`config.mk`:
```
export PLATFORM = sky130hd
export DESIGN_NAME = agcdb_top
export DESIGN_NICKNAME = d
export VERILOG_FILES = /design/src/common/agcdb_pkg.sv /design/src/rtl/agcdb_top.sv /design/src/rtl/agcdb_debounce.sv
export VERILOG_INCLUDE_DIRS = /design/src /design/src/common
export SDC_FILE = /design/constraint.sdc
export NUM_CORES = 1
export LEC_CHECK = 0
export BUFFER_PORTS_ARGS = -buffer_cell sky130_fd_sc_hd__buf_4
export CAP_MARGIN = 25
export CELL_PAD_IN_SITES_DETAIL_PLACEMENT = 0
export CELL_PAD_IN_SITES_GLOBAL_PLACEMENT = 1
export CORE_UTILIZATION = 35
export DETAILED_ROUTE_END_ITERATION = 8
export MAX_ROUTING_LAYER = met4
export PLACE_DENSITY = 0.65
export SKIP_LAST_GASP = 1
export SYNTH_ARGS = -nofsm -noshare
export SYNTH_HDL_FRONTEND = slang
export SYNTH_SLANG_ARGS = --single-unit
```
`constraint.sdc`:
```
create_clock -name sys_clk_i -period 5 [get_ports sys_clk_i]
set_clock_uncertainty 0.05 [all_clocks]
set_input_delay 0 -clock sys_clk_i [delete_from_list [all_inputs] [get_ports sys_clk_i]]
set_output_delay 0 -clock sys_clk_i [all_outputs]
set_load 0.02 [all_outputs]
```
`src/common/agcdb_defines.svh`:
```
`ifndef AGCDB_DEFINES_SVH
`define AGCDB_DEFINES_SVH

// ----------------------------------------------------------------------------
// register addresses on the control serial bus (page 0)
// ----------------------------------------------------------------------------
`define AGCDB_ADDR_W 7
`define AGCDB_DATA_W 8
`define AGCDB_ADDR_RIGHT_GAIN 7'h21
`define AGCDB_ADDR_LEFT_DBNC 7'h22
`define AGCDB_ADDR_RIGHT_DBNC 7'h23
`define AGCDB_ADDR_FLAGS 7'h24

// ----------------------------------------------------------------------------
// reset values
// ----------------------------------------------------------------------------
`define AGCDB_RST_RIGHT_GAIN 8'h00
`define AGCDB_RST_DBNC 8'h00
`define AGCDB_RST_FLAGS 8'h00
`define AGCDB_RDATA_NONE 8'h00

// ----------------------------------------------------------------------------
// field positions
// ----------------------------------------------------------------------------
`define AGCDB_NOISE_MSB 7
`define AGCDB_NOISE_LSB 3
`define AGCDB_SIG_MSB 2
`define AGCDB_SIG_LSB 0
`define AGCDB_FLAG_L_PGA 7
`define AGCDB_FLAG_L_PWR 6
`define AGCDB_FLAG_L_QUIET 5
`define AGCDB_FLAG_L_SAT 4
`define AGCDB_FLAG_R_PGA 3
`define AGCDB_FLAG_R_PWR 2
`define AGCDB_FLAG_R_QUIET 1
`define AGCDB_FLAG_R_SAT 0

// ----------------------------------------------------------------------------
// gain and timing
// ----------------------------------------------------------------------------
`define AGCDB_MAX_GAIN_CLAMP 7'h77
`define AGCDB_THR_OFF 5'h00
`define AGCDB_CLK_PERIOD_NS 5
`define AGCDB_HALF_MS_NS 500000
`define AGCDB_CNT_W 12
`define AGCDB_SHORT_LAST_CODE 5'h07
`define AGCDB_LONG_BASE_CODE 5'h07
`define AGCDB_LONG_CAP_CODE 5'h1E
`define AGCDB_LONG_CAP_MULT 12'h018
`define AGCDB_LONG_STEP_SHIFT 7

`endif

```
`src/common/agcdb_pkg.sv`:
```
`include "agcdb_defines.svh"

package agcdb_pkg;

    // ------------------------------------------------------------------------
    // carriers
    // ------------------------------------------------------------------------
    typedef struct packed {
        logic [7:0] agc_gain;
        logic [6:0] max_gain;
        logic [4:0] noise_thr;
        logic [6:0] pga_prog;
        logic [6:0] pga_applied;
        logic adc_powered;
        logic below_thr;
    } agcdb_chan_s;

    typedef struct packed {
        logic [4:0] noise;
        logic [2:0] sig;
    } agcdb_dbnc_s;

    // ------------------------------------------------------------------------
    // helpers
    // ------------------------------------------------------------------------
    // debounce code to half-millisecond ticks
    function automatic logic [`AGCDB_CNT_W-1:0] agcdb_ticks(input logic [4:0] code);
        logic [`AGCDB_CNT_W-1:0] mult;
        mult = 12'h000;
        if (code == 5'h00) begin
            return 12'h000;
        end
        if (code <= `AGCDB_SHORT_LAST_CODE) begin
            return 12'h001 << (code - 5'h01);
        end
        if (code >= `AGCDB_LONG_CAP_CODE) begin
            mult = `AGCDB_LONG_CAP_MULT;
        end else begin
            mult = {7'h00, code - `AGCDB_LONG_BASE_CODE};
        end
        return mult << `AGCDB_LONG_STEP_SHIFT;
    endfunction

    // applied gain at or above the clamped limit
    function automatic logic agcdb_saturated(input logic [7:0] gain, input logic [6:0] lim);
        logic [6:0] lim_c;
        lim_c = (lim > `AGCDB_MAX_GAIN_CLAMP) ? `AGCDB_MAX_GAIN_CLAMP : lim;
        return $signed(gain) >= $signed({1'b0, lim_c});
    endfunction

endpackage

```
`src/rtl/agcdb_top.sv`:
```
`timescale 1ns/10ps
`include "agcdb_defines.svh"

// Operation
// - right applied-gain register is read-only, resets zero, signed half-dB code.
// - left noise debounce bits 7..3, codes 0-7 give 0 to 32 ms.
// - noise debounce codes from 8 upward give multiples of 64 ms.
// - left signal debounce bits 2..0 give 0 to 32 ms in eight steps.
// - right noise debounce bits 7..3 map like the left channel.
// - right signal debounce bits 2..0 map like the left channel.
// - listed debounce times apply only with double-rate mode off.
// - flag bit 7 is one when left applied gain equals programmed gain.
// - flag bit 6 is one while the left converter is powered.
// - flag bit 5 is one while left signal is below the noise threshold.
// - flag bit 4 is one while left gain control sits at its limit.
// - flag bit 3 is one when right applied gain equals programmed gain.
// - flag bit 2 is one while the right converter is powered.
// - flag bit 1 is one while right signal is below the noise threshold.
// - flag bit 0 is one while right gain control sits at its limit.
// - a zero noise threshold turns off silence detection for that channel.
// - saturation compares with a half-dB maximum gain limit.

module agcdb_top #(
    parameter int HALF_MS_CYCLES = `AGCDB_HALF_MS_NS / `AGCDB_CLK_PERIOD_NS
) (
    input wire logic sys_clk_i,
    input wire logic arst_n_i,
    input wire logic [`AGCDB_ADDR_W-1:0] reg_addr_i,
    input wire logic reg_wr_i,
    input wire logic reg_rd_i,
    input wire logic [`AGCDB_DATA_W-1:0] reg_wdata_i,
    output logic [`AGCDB_DATA_W-1:0] reg_rdata_o,
    output logic reg_rvalid_o,
    input wire logic double_rate_audio_mode_i,
    input agcdb_pkg::agcdb_chan_s left_chan_i,
    input agcdb_pkg::agcdb_chan_s right_chan_i
);
    import agcdb_pkg::*;

    localparam int TICK_W = $clog2(HALF_MS_CYCLES);

    // ------------------------------------------------------------------------
    // elaboration check
    // ------------------------------------------------------------------------
    if (HALF_MS_CYCLES < 4 || (HALF_MS_CYCLES % 2) != 0) begin : g_bad_param
        $error("half millisecond count must be even and at least four");
    end

    // ------------------------------------------------------------------------
    // declarations
    // ------------------------------------------------------------------------
    logic [TICK_W-1:0] tick_cnt_ff;
    logic [TICK_W-1:0] tick_limit;
    logic tick;
    agcdb_dbnc_s left_dbnc_ff;
    agcdb_dbnc_s right_dbnc_ff;
    logic [7:0] right_gain_ff;
    logic [7:0] flags_ff;
    logic [7:0] nxt_flags;
    logic [7:0] rdata_ff;
    logic [7:0] nxt_rdata;
    logic rvalid_ff;
    logic left_quiet;
    logic right_quiet;
    logic left_sat;
    logic right_sat;
    logic wr_left;
    logic wr_right;

    // ------------------------------------------------------------------------
    // half-millisecond tick; double-rate mode halves the period, so every
    // debounce time is half the listed value in that mode
    // ------------------------------------------------------------------------
    always_comb begin
        if (double_rate_audio_mode_i) begin
            tick_limit = TICK_W'(HALF_MS_CYCLES / 2 - 1);
        end else begin
            tick_limit = TICK_W'(HALF_MS_CYCLES - 1);
        end
    end

    assign tick = (tick_cnt_ff >= tick_limit);

    always_ff @(posedge sys_clk_i or negedge arst_n_i) begin
        if (!arst_n_i) begin
            tick_cnt_ff <= '0;
        end else if (tick) begin
            tick_cnt_ff <= '0;
        end else begin
            tick_cnt_ff <= tick_cnt_ff + TICK_W'(1);
        end
    end

    // ------------------------------------------------------------------------
    // debounce settings; writes to read-only or unmapped addresses are ignored
    // ------------------------------------------------------------------------
    assign wr_left = reg_wr_i && (reg_addr_i == `AGCDB_ADDR_LEFT_DBNC);
    assign wr_right = reg_wr_i && (reg_addr_i == `AGCDB_ADDR_RIGHT_DBNC);

    always_ff @(posedge sys_clk_i or negedge arst_n_i) begin
        if (!arst_n_i) begin
            left_dbnc_ff <= `AGCDB_RST_DBNC;
        end else if (wr_left) begin
            left_dbnc_ff.noise <= reg_wdata_i[`AGCDB_NOISE_MSB:`AGCDB_NOISE_LSB];
            left_dbnc_ff.sig <= reg_wdata_i[`AGCDB_SIG_MSB:`AGCDB_SIG_LSB];
        end
    end

    always_ff @(posedge sys_clk_i or negedge arst_n_i) begin
        if (!arst_n_i) begin
            right_dbnc_ff <= `AGCDB_RST_DBNC;
        end else if (wr_right) begin
            right_dbnc_ff.noise <= reg_wdata_i[`AGCDB_NOISE_MSB:`AGCDB_NOISE_LSB];
            right_dbnc_ff.sig <= reg_wdata_i[`AGCDB_SIG_MSB:`AGCDB_SIG_LSB];
        end
    end

    // ------------------------------------------------------------------------
    // silence detection per channel
    // ------------------------------------------------------------------------
    agcdb_debounce u_left_dbnc (
        .sys_clk_i(sys_clk_i),
        .arst_n_i(arst_n_i),
        .tick_i(tick),
        .detect_en_i(left_chan_i.noise_thr != `AGCDB_THR_OFF),
        .quiet_i(left_chan_i.below_thr),
        .noise_code_i(left_dbnc_ff.noise),
        .sig_code_i(left_dbnc_ff.sig),
        .quiet_o(left_quiet)
    );

    agcdb_debounce u_right_dbnc (
        .sys_clk_i(sys_clk_i),
        .arst_n_i(arst_n_i),
        .tick_i(tick),
        .detect_en_i(right_chan_i.noise_thr != `AGCDB_THR_OFF),
        .quiet_i(right_chan_i.below_thr),
        .noise_code_i(right_dbnc_ff.noise),
        .sig_code_i(right_dbnc_ff.sig),
        .quiet_o(right_quiet)
    );

    // ------------------------------------------------------------------------
    // live status, sampled every cycle so a read never sees a stale value
    // ------------------------------------------------------------------------
    assign left_sat = agcdb_saturated(left_chan_i.agc_gain, left_chan_i.max_gain);
    assign right_sat = agcdb_saturated(right_chan_i.agc_gain, right_chan_i.max_gain);

    always_comb begin
        nxt_flags = `AGCDB_RST_FLAGS;
        nxt_flags[`AGCDB_FLAG_L_PGA] = left_chan_i.pga_applied == left_chan_i.pga_prog;
        nxt_flags[`AGCDB_FLAG_L_PWR] = left_chan_i.adc_powered;
        nxt_flags[`AGCDB_FLAG_L_QUIET] = left_quiet;
        nxt_flags[`AGCDB_FLAG_L_SAT] = left_sat;
        nxt_flags[`AGCDB_FLAG_R_PGA] = right_chan_i.pga_applied == right_chan_i.pga_prog;
        nxt_flags[`AGCDB_FLAG_R_PWR] = right_chan_i.adc_powered;
        nxt_flags[`AGCDB_FLAG_R_QUIET] = right_quiet;
        nxt_flags[`AGCDB_FLAG_R_SAT] = right_sat;
    end

    always_ff @(posedge sys_clk_i or negedge arst_n_i) begin
        if (!arst_n_i) begin
            flags_ff <= `AGCDB_RST_FLAGS;
        end else begin
            flags_ff <= nxt_flags;
        end
    end

    always_ff @(posedge sys_clk_i or negedge arst_n_i) begin
        if (!arst_n_i) begin
            right_gain_ff <= `AGCDB_RST_RIGHT_GAIN;
        end else begin
            right_gain_ff <= right_chan_i.agc_gain;
        end
    end

    // ------------------------------------------------------------------------
    // read path; reads only copy, nothing is cleared by them
    // ------------------------------------------------------------------------
    always_comb begin
        unique case (reg_addr_i)
            `AGCDB_ADDR_RIGHT_GAIN: nxt_rdata = right_gain_ff;
            `AGCDB_ADDR_LEFT_DBNC: nxt_rdata = left_dbnc_ff;
            `AGCDB_ADDR_RIGHT_DBNC: nxt_rdata = right_dbnc_ff;
            `AGCDB_ADDR_FLAGS: nxt_rdata = flags_ff;
            default: nxt_rdata = `AGCDB_RDATA_NONE;
        endcase
    end

    always_ff @(posedge sys_clk_i or negedge arst_n_i) begin
        if (!arst_n_i) begin
            rdata_ff <= `AGCDB_RDATA_NONE;
        end else if (reg_rd_i) begin
            rdata_ff <= nxt_rdata;
        end
    end

    always_ff @(posedge sys_clk_i or negedge arst_n_i) begin
        if (!arst_n_i) begin
            rvalid_ff <= 1'b0;
        end else begin
            rvalid_ff <= reg_rd_i;
        end
    end

    assign reg_rdata_o = rdata_ff;
    assign reg_rvalid_o = rvalid_ff;
endmodule

```
`src/rtl/agcdb_debounce.sv`:
```
`timescale 1ns/10ps
`include "agcdb_defines.svh"

module agcdb_debounce (
    input wire logic sys_clk_i,
    input wire logic arst_n_i,
    input wire logic tick_i,
    input wire logic detect_en_i,
    input wire logic quiet_i,
    input wire logic [4:0] noise_code_i,
    input wire logic [2:0] sig_code_i,
    output logic quiet_o
);
    import agcdb_pkg::*;

    logic [`AGCDB_CNT_W-1:0] cnt_ff;
    logic quiet_ff;
    logic [`AGCDB_CNT_W-1:0] target;

    // ------------------------------------------------------------------------
    // qualification time for the pending direction
    // ------------------------------------------------------------------------
    always_comb begin
        if (quiet_i) begin
            target = agcdb_ticks(noise_code_i);
        end else begin
            target = agcdb_ticks({2'b00, sig_code_i});
        end
    end

    // ------------------------------------------------------------------------
    // state; a disagreement must persist for the whole time before it is taken
    // the first tick is partial, so the time is met to within one tick
    // ------------------------------------------------------------------------
    always_ff @(posedge sys_clk_i or negedge arst_n_i) begin
        if (!arst_n_i) begin
            cnt_ff <= 12'h000;
            quiet_ff <= 1'b0;
        end else if (!detect_en_i) begin
            cnt_ff <= 12'h000;
            quiet_ff <= 1'b0;
        end else if (quiet_i == quiet_ff) begin
            cnt_ff <= 12'h000;
        end else if (cnt_ff >= target) begin
            cnt_ff <= 12'h000;
            quiet_ff <= quiet_i;
        end else if (tick_i) begin
            cnt_ff <= cnt_ff + 12'h001;
        end
    end

    assign quiet_o = quiet_ff;
endmodule

```
==> metrics.txt, run 1 <==
status=complete, no violations; minimum clock period after layout=4.19 ns; all-layer global routing usage=18.4%; final slew viol count=0; pre-CTS setup slack=0.934 ns; Setup crit end kind=flop; register area share after synthesis=35.8%; Final Cycle Share=83.7%; TNS Setup=0 ns; Slew Limit Headroom=41.7%; CP cell instances=ha_1, and3b_1, a211o_1, a21oi_1, nand2_1, o21ai_0, nand2_1, ha_1, a21oi_1, nand2_1, a221oi_1, o21ai_0, mux2i_1, nor2_1, dlygate4sd3_1; die footprint=0.0173 mm2; Primary FF master, synth=dfrtp_1; crit-path max FO=11; clock latency on the worst-skew pair=0.35 ns; synth unique cells=64; share of the synthesized area in the top cell type=35.8%; DRC Markers=0; Setup Fix Bufs, Post-CTS=0; row count=46; number of DRC markers in iteration 0=221; EDFF count, synth=0; crit-path leading delay family=compound AO/OA/AOI/OAI gates; required time at the worst-slack endpoint=5.18 ns; Worst path most repeated cell=nand2_1; # port buffers=100; largest net degree at the start of global routing=65; Gate Count Post-Synth=610; Crit path depth=15; HPWL Detailed=11100 um; RSZ-0062 raised after global routing=false; Final Wtd Congestion=0.831; Initial Utilization=36.4%; ANT nets after route=0; fraction of registers with async set/reset=100%; CP arrival=4.37 ns; Reg2Reg Capture Point=u_right_dbnc.quiet_o$_DFFE_PN0P_; R2R cell count=15; type of the worst min-delay path=input port to async pin; synthesized area=0.00587 mm2; fraction of layout cells with a size suffix above 1=20.2%; leakage=3.33 nW; first-pass GRT wire length=25100 um; Chip Width=132 um; critical path startpoint category=flop; global route total overflow=0; vias in the first global route=5004; # resized after CTS=0; Diodes inserted=0; critical path capture point=u_right_dbnc.quiet_o$_DFFE_PN0P_; final setup violating endpoints=0; Syn Nets=762; r2r setup slk=0.81 ns; most common cell in the netlist=dfrtp_1; CTS Buffer Depth=2; final hold viol count=0; num ports=101; cell taking the most area after synthesis=dfrtp_1; Final WS setup=0.813 ns; final wirelength=14600 um; DIE HEIGHT=132 um; via count=4956; Net count, final=896; Core ar.=0.0161 mm2; Slew @ Worst Pin=0.873 ns; DRT Pass-1 Iters=4; synthesized area per cell=9.63 um2; post-DR vias/cell=5.14; top cells by area, synth=dfrtp_1 36%, ha_1 13%, xnor2_1 6.1%; Root Driver=clkbuf_16; most instantiated cells after synthesis=84 x dfrtp_1, 81 x nor2_1, 60 x ha_1, 41 x xnor2_1, 37 x nand2_1; antenna violations before repair=0; Worst Setup SP=right_dbnc_ff[4]$_DFFE_PN0P_; Clock transition at path regs=0.07 ns; Max Clock Freq=239 MHz; CTS tree=built; H-tree Lvls=3; area grow syn2layout=28.8%; Worst VDD drop=149 uV; crit-path max cell delay=0.56 ns; TritonCTS buffer count=9; Buf/Inv on CP=1; Routed WL per cell=15.1 um; power density cells=267 mW/mm2; clock sink count=84; number of synthesized register bits=84; launch point of the worst reg-to-reg path=right_dbnc_ff[4]$_DFFE_PN0P_; Max-cap violations=0; Yosys warnings=0; CP max stage cell=dfrtp_1; cts hold-fix bufs=36; kind of critical path=flop to flop
## worst register-to-register path, cell delays in order (launching register included)
cell	delay [ns]
dfrtp_1	0.56
ha_1	0.28
and3b_1	0.21
a211o_1	0.32
a21oi_1	0.44
nand2_1	0.14
o21ai_0	0.19
nand2_1	0.09
ha_1	0.34
a21oi_1	0.16
nand2_1	0.07
a221oi_1	0.27
o21ai_0	0.18
mux2i_1	0.18
nor2_1	0.05
dlygate4sd3_1	0.54
## kinds of logic after synthesis
kind of cell	Yosys count	synth area share, %
multiplexers	22	5.14
AND/OR/NAND/NOR	206	18.0
AO/OA/AOI/OAI	128	15.9
adder cells (fa/ha/maj)	60	12.8
XOR/XNOR	58	8.65
buffers and inverters	52	3.73
flip-flops	84	35.8
## power breakdown
part,leakage [nW],switching [mW],internal [mW]
Clock,0.176,0.290,0.518
Sequential,1.12,0.0764,0.736
Combinational,2.04,0.193,0.205
Total,3.33,0.559,1.46
## layer usage
metal | vias up | track usage [%] | wire length, um
li1 | 2472 | - | -
met1 | 2377 | 24.0 | 6920
met2 | 91 | 29.5 | 7080
met3 | 16 | 3.16 | 441
met4 | 0 | 4.84 | 177
met5 | - | - | 0
## how the worst min path moves through the flow
stage | from | to | slack (ns)
finish | arst_n_i | tick_cnt_ff[11]$_DFF_PN0_ | 0.02
global placement | arst_n_i | tick_cnt_ff[11]$_DFF_PN0_ | -0.15
detailed placement | arst_n_i | tick_cnt_ff[11]$_DFF_PN0_ | -0.15
global route | arst_n_i | tick_cnt_ff[11]$_DFF_PN0_ | 0.04
CTS | arst_n_i | tick_cnt_ff[11]$_DFF_PN0_ | 0.02
floorplan | arst_n_i | flags_ff[0]$_DFF_PN0_ | -0.35
## registers in the layout, indices dropped and copies added, names as in the netlist, 8 cells and up
| signal | count |
|---|---|
| tick_cnt_ff | 17 |
| u_right_dbnc.cnt_ff | 12 |
| right_dbnc_ff | 8 |
| u_left_dbnc.cnt_ff | 12 |
| right_gain_ff | 8 |
| reg_rdata_o | 8 |
| left_dbnc_ff | 8 |
| flags_ff | 8 |
## stage by stage
step           instances  instance area [um2]  power (mW)  hold slack, ns  utilization [%]
5_1_grt              965                 7560        2.12          0.0405             46.9
2_1_floorplan        610                 5870        1.05          -0.346                -
3_3_place_gp         913                 6840        1.19          -0.153             42.5
3_5_place_dp         913                 6840        1.20          -0.152             42.5
6_report             965                 7560        2.02          0.0223             46.9
4_1_cts              965                 7560        2.04          0.0197             46.9
## layout by cell type, fill, tap and decap left out, drive strengths merged, types with 11 or more instances in the layout
cell type,synthesis,layout
a21oi,28,28
buf,9,104
clkbuf,8,11
dfrtp,84,84
dlygate4sd3,0,36
ha,60,60
inv,35,35
mux2,17,17
nand2,39,39
nand3,21,21
nor2,81,81
o21ai,17,17
xnor2,41,41
xor2,17,17
## area by class of cell
type / instances / area [um2]
fill: 1596 / 8550
multi-input combinational: 474 / 3560
sequential: 84 / 2100
timing repair buffer: 140 / 1140
tap: 216 / 270
clock buffer: 11 / 253
inverter: 35 / 131
clock inverter: 5 / 108
Note: power is estimated with default switching activity, not from simulation.
==> run 2, diff against run 1 <==
- clock period: 5 -> 4.1 ns (I/O delays scaled with it)
==> metrics.txt, run 2 (same netlist as run 1, synthesis figures left out) <==
# port buffers=100 (unchanged); leakage=3.34 nW (was 3.33 nW); Routed WL per cell=14.8 um (was 15.1 um); DRC Markers=0 (unchanged); CTS Buffer Depth=2 (unchanged); Final Cycle Share=93.9% (was 83.7%); CTS tree=built (unchanged); Final Non-Filler Cells=972 (was 965); vias in the first global route=4955 (was 5004); leading cell type in the layout, fill and taps excluded=buf_4 (unchanged); Slew @ Worst Pin=0.817 ns (was 0.873 ns); die footprint=0.0173 mm2 (unchanged); power density cells=309 mW/mm2 (was 267 mW/mm2); final hold viol count=0 (unchanged); r2r setup slk=0.25 ns (was 0.81 ns); DRT Pass-1 Iters=4 (unchanged); # fillers=1560 (was 1596); antenna violations before repair=0 (unchanged); Setup Fix Bufs, Post-CTS=0 (unchanged); dpl cell area=0.00690 mm2 (was 0.00684 mm2); Largest Register=tick_cnt_ff (unchanged); Worst VDD drop=201 uV (was 149 uV); Clock transition at path regs=0.07 ns (about the same); first-pass GRT wire length=24100 um (was 25100 um); type of the worst min-delay path=input port to async pin (unchanged); required time at the worst-slack endpoint=4.28 ns (was 5.18 ns); CP arrival=4.03 ns (was 4.37 ns); Net count, final=904 (was 896); final instance area=0.00758 mm2 (was 0.00756 mm2); fraction of layout cells with a size suffix above 1=21.0% (was 20.2%); Diodes inserted=0 (unchanged); status=complete, no violations (unchanged); R2R cell count=15 (unchanged); clock latency on the worst-skew pair=0.34 ns (was 0.35 ns); Reg2Reg Capture Point=u_right_dbnc.quiet_o$_DFFE_PN0P_ (unchanged); final wirelength=14400 um (was 14600 um); Final Wtd Congestion=0.850 (was 0.831); HPWL Detailed=11200 um (was 11100 um); Chip Width=132 um (unchanged); num ports=101 (unchanged); max reg flops=17 (unchanged); final setup violating endpoints=0 (unchanged); area grow syn2layout=29.0% (was 28.8%); fin util=47.0% (was 46.9%); via count=4977 (was 4956); Core ar.=0.0161 mm2 (unchanged); launch point of the worst reg-to-reg path=right_dbnc_ff[4]$_DFFE_PN0P_ (unchanged); global route total overflow=0 (unchanged); all-layer global routing usage=17.7% (was 18.4%); number of DRC markers in iteration 0=224 (was 221); H-tree Lvls=3 (unchanged); crit-path max FO=11 (unchanged); Max Clock Freq=260 MHz (was 239 MHz); minimum clock period after layout=3.85 ns (was 4.19 ns); Worst Setup SP=right_dbnc_ff[4]$_DFFE_PN0P_ (unchanged); critical path startpoint category=flop (unchanged); clock sink count=84 (unchanged); Setup crit end kind=flop (unchanged); Slew Limit Headroom=45.5% (was 41.7%); TritonCTS buffer count=9 (unchanged); Hold Slack=0.0266 ns (was 0.0223 ns); critical path capture point=u_right_dbnc.quiet_o$_DFFE_PN0P_ (unchanged); kind of critical path=flop to flop (unchanged); Max-cap violations=0 (unchanged); DIE HEIGHT=132 um (unchanged); Largest regs=tick_cnt_ff: 17 flops, u_left_dbnc.cnt_ff: 12 flops, u_right_dbnc.cnt_ff: 12 flops (unchanged); row count=46 (unchanged); post-DR vias/cell=5.12 (was 5.14); TNS Setup=0 ns (unchanged); placed cell count=921 (was 913); Initial Utilization=36.4% (unchanged); largest net degree at the start of global routing=65 (unchanged); Root Driver=clkbuf_16 (unchanged); RSZ-0062 raised after global routing=false (unchanged); final slew viol count=0 (unchanged); most frequent cells in the layout=112 x buf_4, 83 x dfrtp_1, 81 x nor2_1 (was 104 x buf_4, 84 x dfrtp_1, 81 x nor2_1); ANT nets after route=0 (unchanged)
-- run 2: changes by cell type in the layout (fill, tap and decap cells not counted), sizes merged --
cell and delta:
buf +8, bufinv -2, clkinv -2, clkinvlp +2, clkbuf +1
-- run 2: layer usage --
metal / vias to the layer above / routed length [um] / global-route usage, %
met5: - / 0 / -
met4: 0 / 207 / 5.56
met3: 16 / 455 / 3.16
met2: 95 / 6960 / 28.7
met1: 2389 / 6810 / 22.3
li1: 2477 / - / -
-- run 2: cell type report --
cell class                      count  area [um2]  area share [%]
Sequential cell                    84        2100            27.8
Clock buffer                       12         267            3.52
Inverter                           35         131            1.73
Multi-Input combinational cell    474        3560            47.0
Tap cell                          216         270            3.57
Timing Repair Buffer              148        1200            15.9
Clock inverter                      3        45.0           0.595
-- run 2: timing repair --
item                       in CTS  in global routing
gates resized for setup         0                  1
hold endpoints to repair       61                  0
hold buffers                   36                  0
setup endpoints to repair       0                 12
-- run 2: how the worst min path moves through the flow --
stage          startpoint                                  to  slack [ns]  cells past startpoint
2_1_floorplan    arst_n_i               flags_ff[0]$_DFF_PN0_       -0.35                      0
3_3_place_gp     arst_n_i           tick_cnt_ff[11]$_DFF_PN0_       -0.16                      1
6_report         arst_n_i    u_right_dbnc.quiet_o$_DFFE_PN0P_        0.03                      2
4_1_cts          arst_n_i  u_right_dbnc.cnt_ff[6]$_DFFE_PN0P_        0.02                      2
3_5_place_dp     arst_n_i           tick_cnt_ff[13]$_DFF_PN0_       -0.15                      1
5_1_grt          arst_n_i  u_right_dbnc.cnt_ff[6]$_DFFE_PN0P_        0.04                      2
-- run 2: critical path, cell delays in order (launching register included) --
cell and delay [ns]:
dfrtp_2 0.47, ha_1 0.24, and3b_1 0.21, a211o_1 0.32
a21oi_1 0.22, buf_4 0.18, nand2_1 0.07, o22ai_1 0.18
nand2_1 0.09, ha_1 0.31, and4_1 0.22, a221oi_1 0.24
o21ai_0 0.18, mux2i_1 0.18, nor2_1 0.05, dlygate4sd3_1 0.54
-- run 2: through the flow --
step	total power, mW	setup slack, ns
2_1_floorplan	1.27	0.488
3_3_place_gp	1.46	0.353
3_5_place_dp	1.47	0.219
4_1_cts	2.37	0.141
5_1_grt	2.47	0.0405
6_report	2.34	0.251
-- run 2: report_power, final --
part,switching (mW),total (mW),internal [mW],leakage (nW)
sequential,0.0786,0.977,0.899,1.12
clock,0.331,0.850,0.519,0.147
combinational,0.251,0.510,0.260,2.08
==> run 3, diff against run 2 <==
- REMOVE_ABC_BUFFERS: unset -> 1
==> metrics.txt, run 3 (same netlist as run 1, synthesis figures left out) <==
global route total overflow=0 (unchanged); status=complete, no violations (unchanged); Setup crit end kind=flop (unchanged); Slew Limit Headroom=31.9% (was 45.5%); DIE HEIGHT=132 um (unchanged); fraction of layout cells with a size suffix above 1=20.5% (was 21.0%); Largest Register=tick_cnt_ff (unchanged); final slew viol count=0 (unchanged); power density cells=312 mW/mm2 (was 309 mW/mm2); DRC Markers=0 (unchanged); dpl cell area=0.00692 mm2 (was 0.00690 mm2); Root Driver=clkbuf_16 (unchanged); Largest regs=tick_cnt_ff: 17 flops, u_left_dbnc.cnt_ff: 12 flops, u_right_dbnc.cnt_ff: 12 flops (unchanged); H-tree Lvls=3 (unchanged); CTS Buffer Depth=2 (unchanged); critical path startpoint category=flop (unchanged); RSZ-0062 raised after global routing=false (unchanged); num ports=101 (unchanged); Max Clock Freq=275 MHz (was 260 MHz); Net count, final=903 (was 904); # port buffers=100 (unchanged); Final Wtd Congestion=0.832 (was 0.850); CP arrival=3.81 ns (was 4.03 ns); required time at the worst-slack endpoint=4.27 ns (was 4.28 ns); Clock transition at path regs=0.06 ns (was 0.07 ns); HP Start=reg_wr_i; row count=46 (unchanged); Max-cap violations=0 (unchanged); Routed WL per cell=15.1 um (was 14.8 um); kind of critical path=flop to flop (unchanged); vias in the first global route=5104 (was 4955); final setup violating endpoints=0 (unchanged); number of DRC markers in iteration 0=245 (was 224); launch point of the worst reg-to-reg path=right_dbnc_ff[3]$_DFFE_PN0P_ (was right_dbnc_ff[4]$_DFFE_PN0P_); antenna violations before repair=0 (unchanged); Final Cycle Share=88.8% (was 93.9%); Design Power=2.36 mW (was 2.34 mW); via count=4895 (was 4977); ANT nets after route=0 (unchanged); leakage=3.35 nW (was 3.34 nW); final hold viol count=0 (unchanged); minimum clock period after layout=3.64 ns (was 3.85 ns); area grow syn2layout=29.2% (was 29.0%); post-DR vias/cell=5.04 (was 5.12); clock latency on the worst-skew pair=0.34 ns (about the same); CTS tree=built (unchanged); type of the worst min-delay path=input port to flop (was input port to async pin); HPWL Detailed=11200 um (about the same); all-layer global routing usage=18.3% (was 17.7%); most frequent cells in the layout=110 x buf_4, 84 x dfrtp_1, 81 x nor2_1 (was 112 x buf_4, 83 x dfrtp_1, 81 x nor2_1); max reg flops=17 (unchanged); # fillers=1525 (was 1560); Core ar.=0.0161 mm2 (unchanged); Chip Width=132 um (unchanged); Slew @ Worst Pin=1.02 ns (was 0.817 ns); leading cell type in the layout, fill and taps excluded=buf_4 (unchanged); final instance area=0.00759 mm2 (was 0.00758 mm2); first-pass GRT wire length=24800 um (was 24100 um); crit-path max FO=8 (was 11); Initial Utilization=36.4% (unchanged); die footprint=0.0173 mm2 (unchanged); final wirelength=14700 um (was 14400 um); TritonCTS buffer count=9 (unchanged); DRT Pass-1 Iters=4 (unchanged); largest net degree at the start of global routing=58 (was 65); clock sink count=84 (unchanged); Worst VDD drop=189 uV (was 201 uV); Worst Setup SP=right_dbnc_ff[3]$_DFFE_PN0P_ (was right_dbnc_ff[4]$_DFFE_PN0P_); Diodes inserted=0 (unchanged)
[run 3: cell count changes in the layout (fill, tap and decap cells not counted)]
cell / previous run / this run
clkinv_2: 0 / 1
dfrtp_1: 83 / 84
clkinvlp_4: 2 / 0
clkbuf_1: 0 / 3
dfrtp_2: 1 / 0
buf_16: 0 / 1
buf_4: 112 / 110
clkbuf_8: 3 / 0
bufinv_16: 1 / 2
clkinv_4: 0 / 1
[run 3: final cells by class]
class	count	area [um2]	share of cell area, %
clock inverter	4	73.8	0.973
inverter	35	131	1.73
clock buffer	12	236	3.12
timing repair buffer	147	1210	16.0
tap	216	270	3.56
sequential	84	2100	27.7
multi-input combinational	474	3560	46.9
[run 3: worst max-delay path, cell delays in order (launching register included)]
cell	delay (ns)
dfrtp_1	0.35
ha_1	0.20
and3b_1	0.20
a211o_1	0.32
a21oi_1	0.13
buf_4	0.17
nand2_1	0.07
o21ai_0	0.16
nand2_1	0.08
ha_1	0.33
a21oi_1	0.15
nand2_1	0.07
a221oi_1	0.26
o21ai_0	0.19
mux2i_1	0.18
nor2_1	0.05
dlygate4sd3_1	0.56
[run 3: routing by layer]
| layer | routed length (um) | vias to the layer above | GRT usage, % |
|---|---|---|---|
| met5 | 0 | - | - |
| met4 | 122 | 0 | 4.52 |
| met3 | 348 | 11 | 3.47 |
| met2 | 7370 | 69 | 30.9 |
| li1 | - | 2482 | - |
| met1 | 6850 | 2333 | 22.3 |
[run 3: path summary, 6_finish.rpt]
| path | to | slack, ns | depth (start not counted) |
|---|---|---|---|
| max reg2reg | u_right_dbnc.quiet_o$_DFFE_PN0P_ | 0.46 | 16 |
| min | right_dbnc_ff[7]$_DFFE_PN0P_ | 0.06 | 3 |
| min in group asynchronous | flags_ff[1]$_DFF_PN0_ | 0.09 | 2 |
| min reg2reg | flags_ff[5]$_DFF_PN0_ | 0.38 | 0 |
| max in group asynchronous | flags_ff[4]$_DFF_PN0_ | 3.29 | 3 |
| max | u_right_dbnc.quiet_o$_DFFE_PN0P_ | 0.46 | 16 |
[run 3: report_power, final]
part	leakage [nW]	internal (mW)	switching, mW
clock	0.151	0.535	0.335
sequential	1.12	0.899	0.0823
combinational	2.08	0.262	0.251
total	3.35	1.70	0.668
[run 3: stage by stage]
stage	utilization (%)	worst slack (ns)	setup TNS, ns	std cells	hold WS (ns)
floorplan	-	-0.0262	-0.0262	593	-0.346
global placement	42.7	0.628	0	919	0.0609
detailed placement	42.9	0.561	0	920	-0.0802
CTS	47.1	0.469	0	972	0.0501
global route	47.1	0.214	0	972	0.0525
finish	47.1	0.458	0	972	0.0650
[run 3: what timing repair did]
item	4_1_cts	5_1_grt
hold buffers	36	0
setup buffers	0	0
gates resized for setup	0	0
hold endpoints to repair	125	0
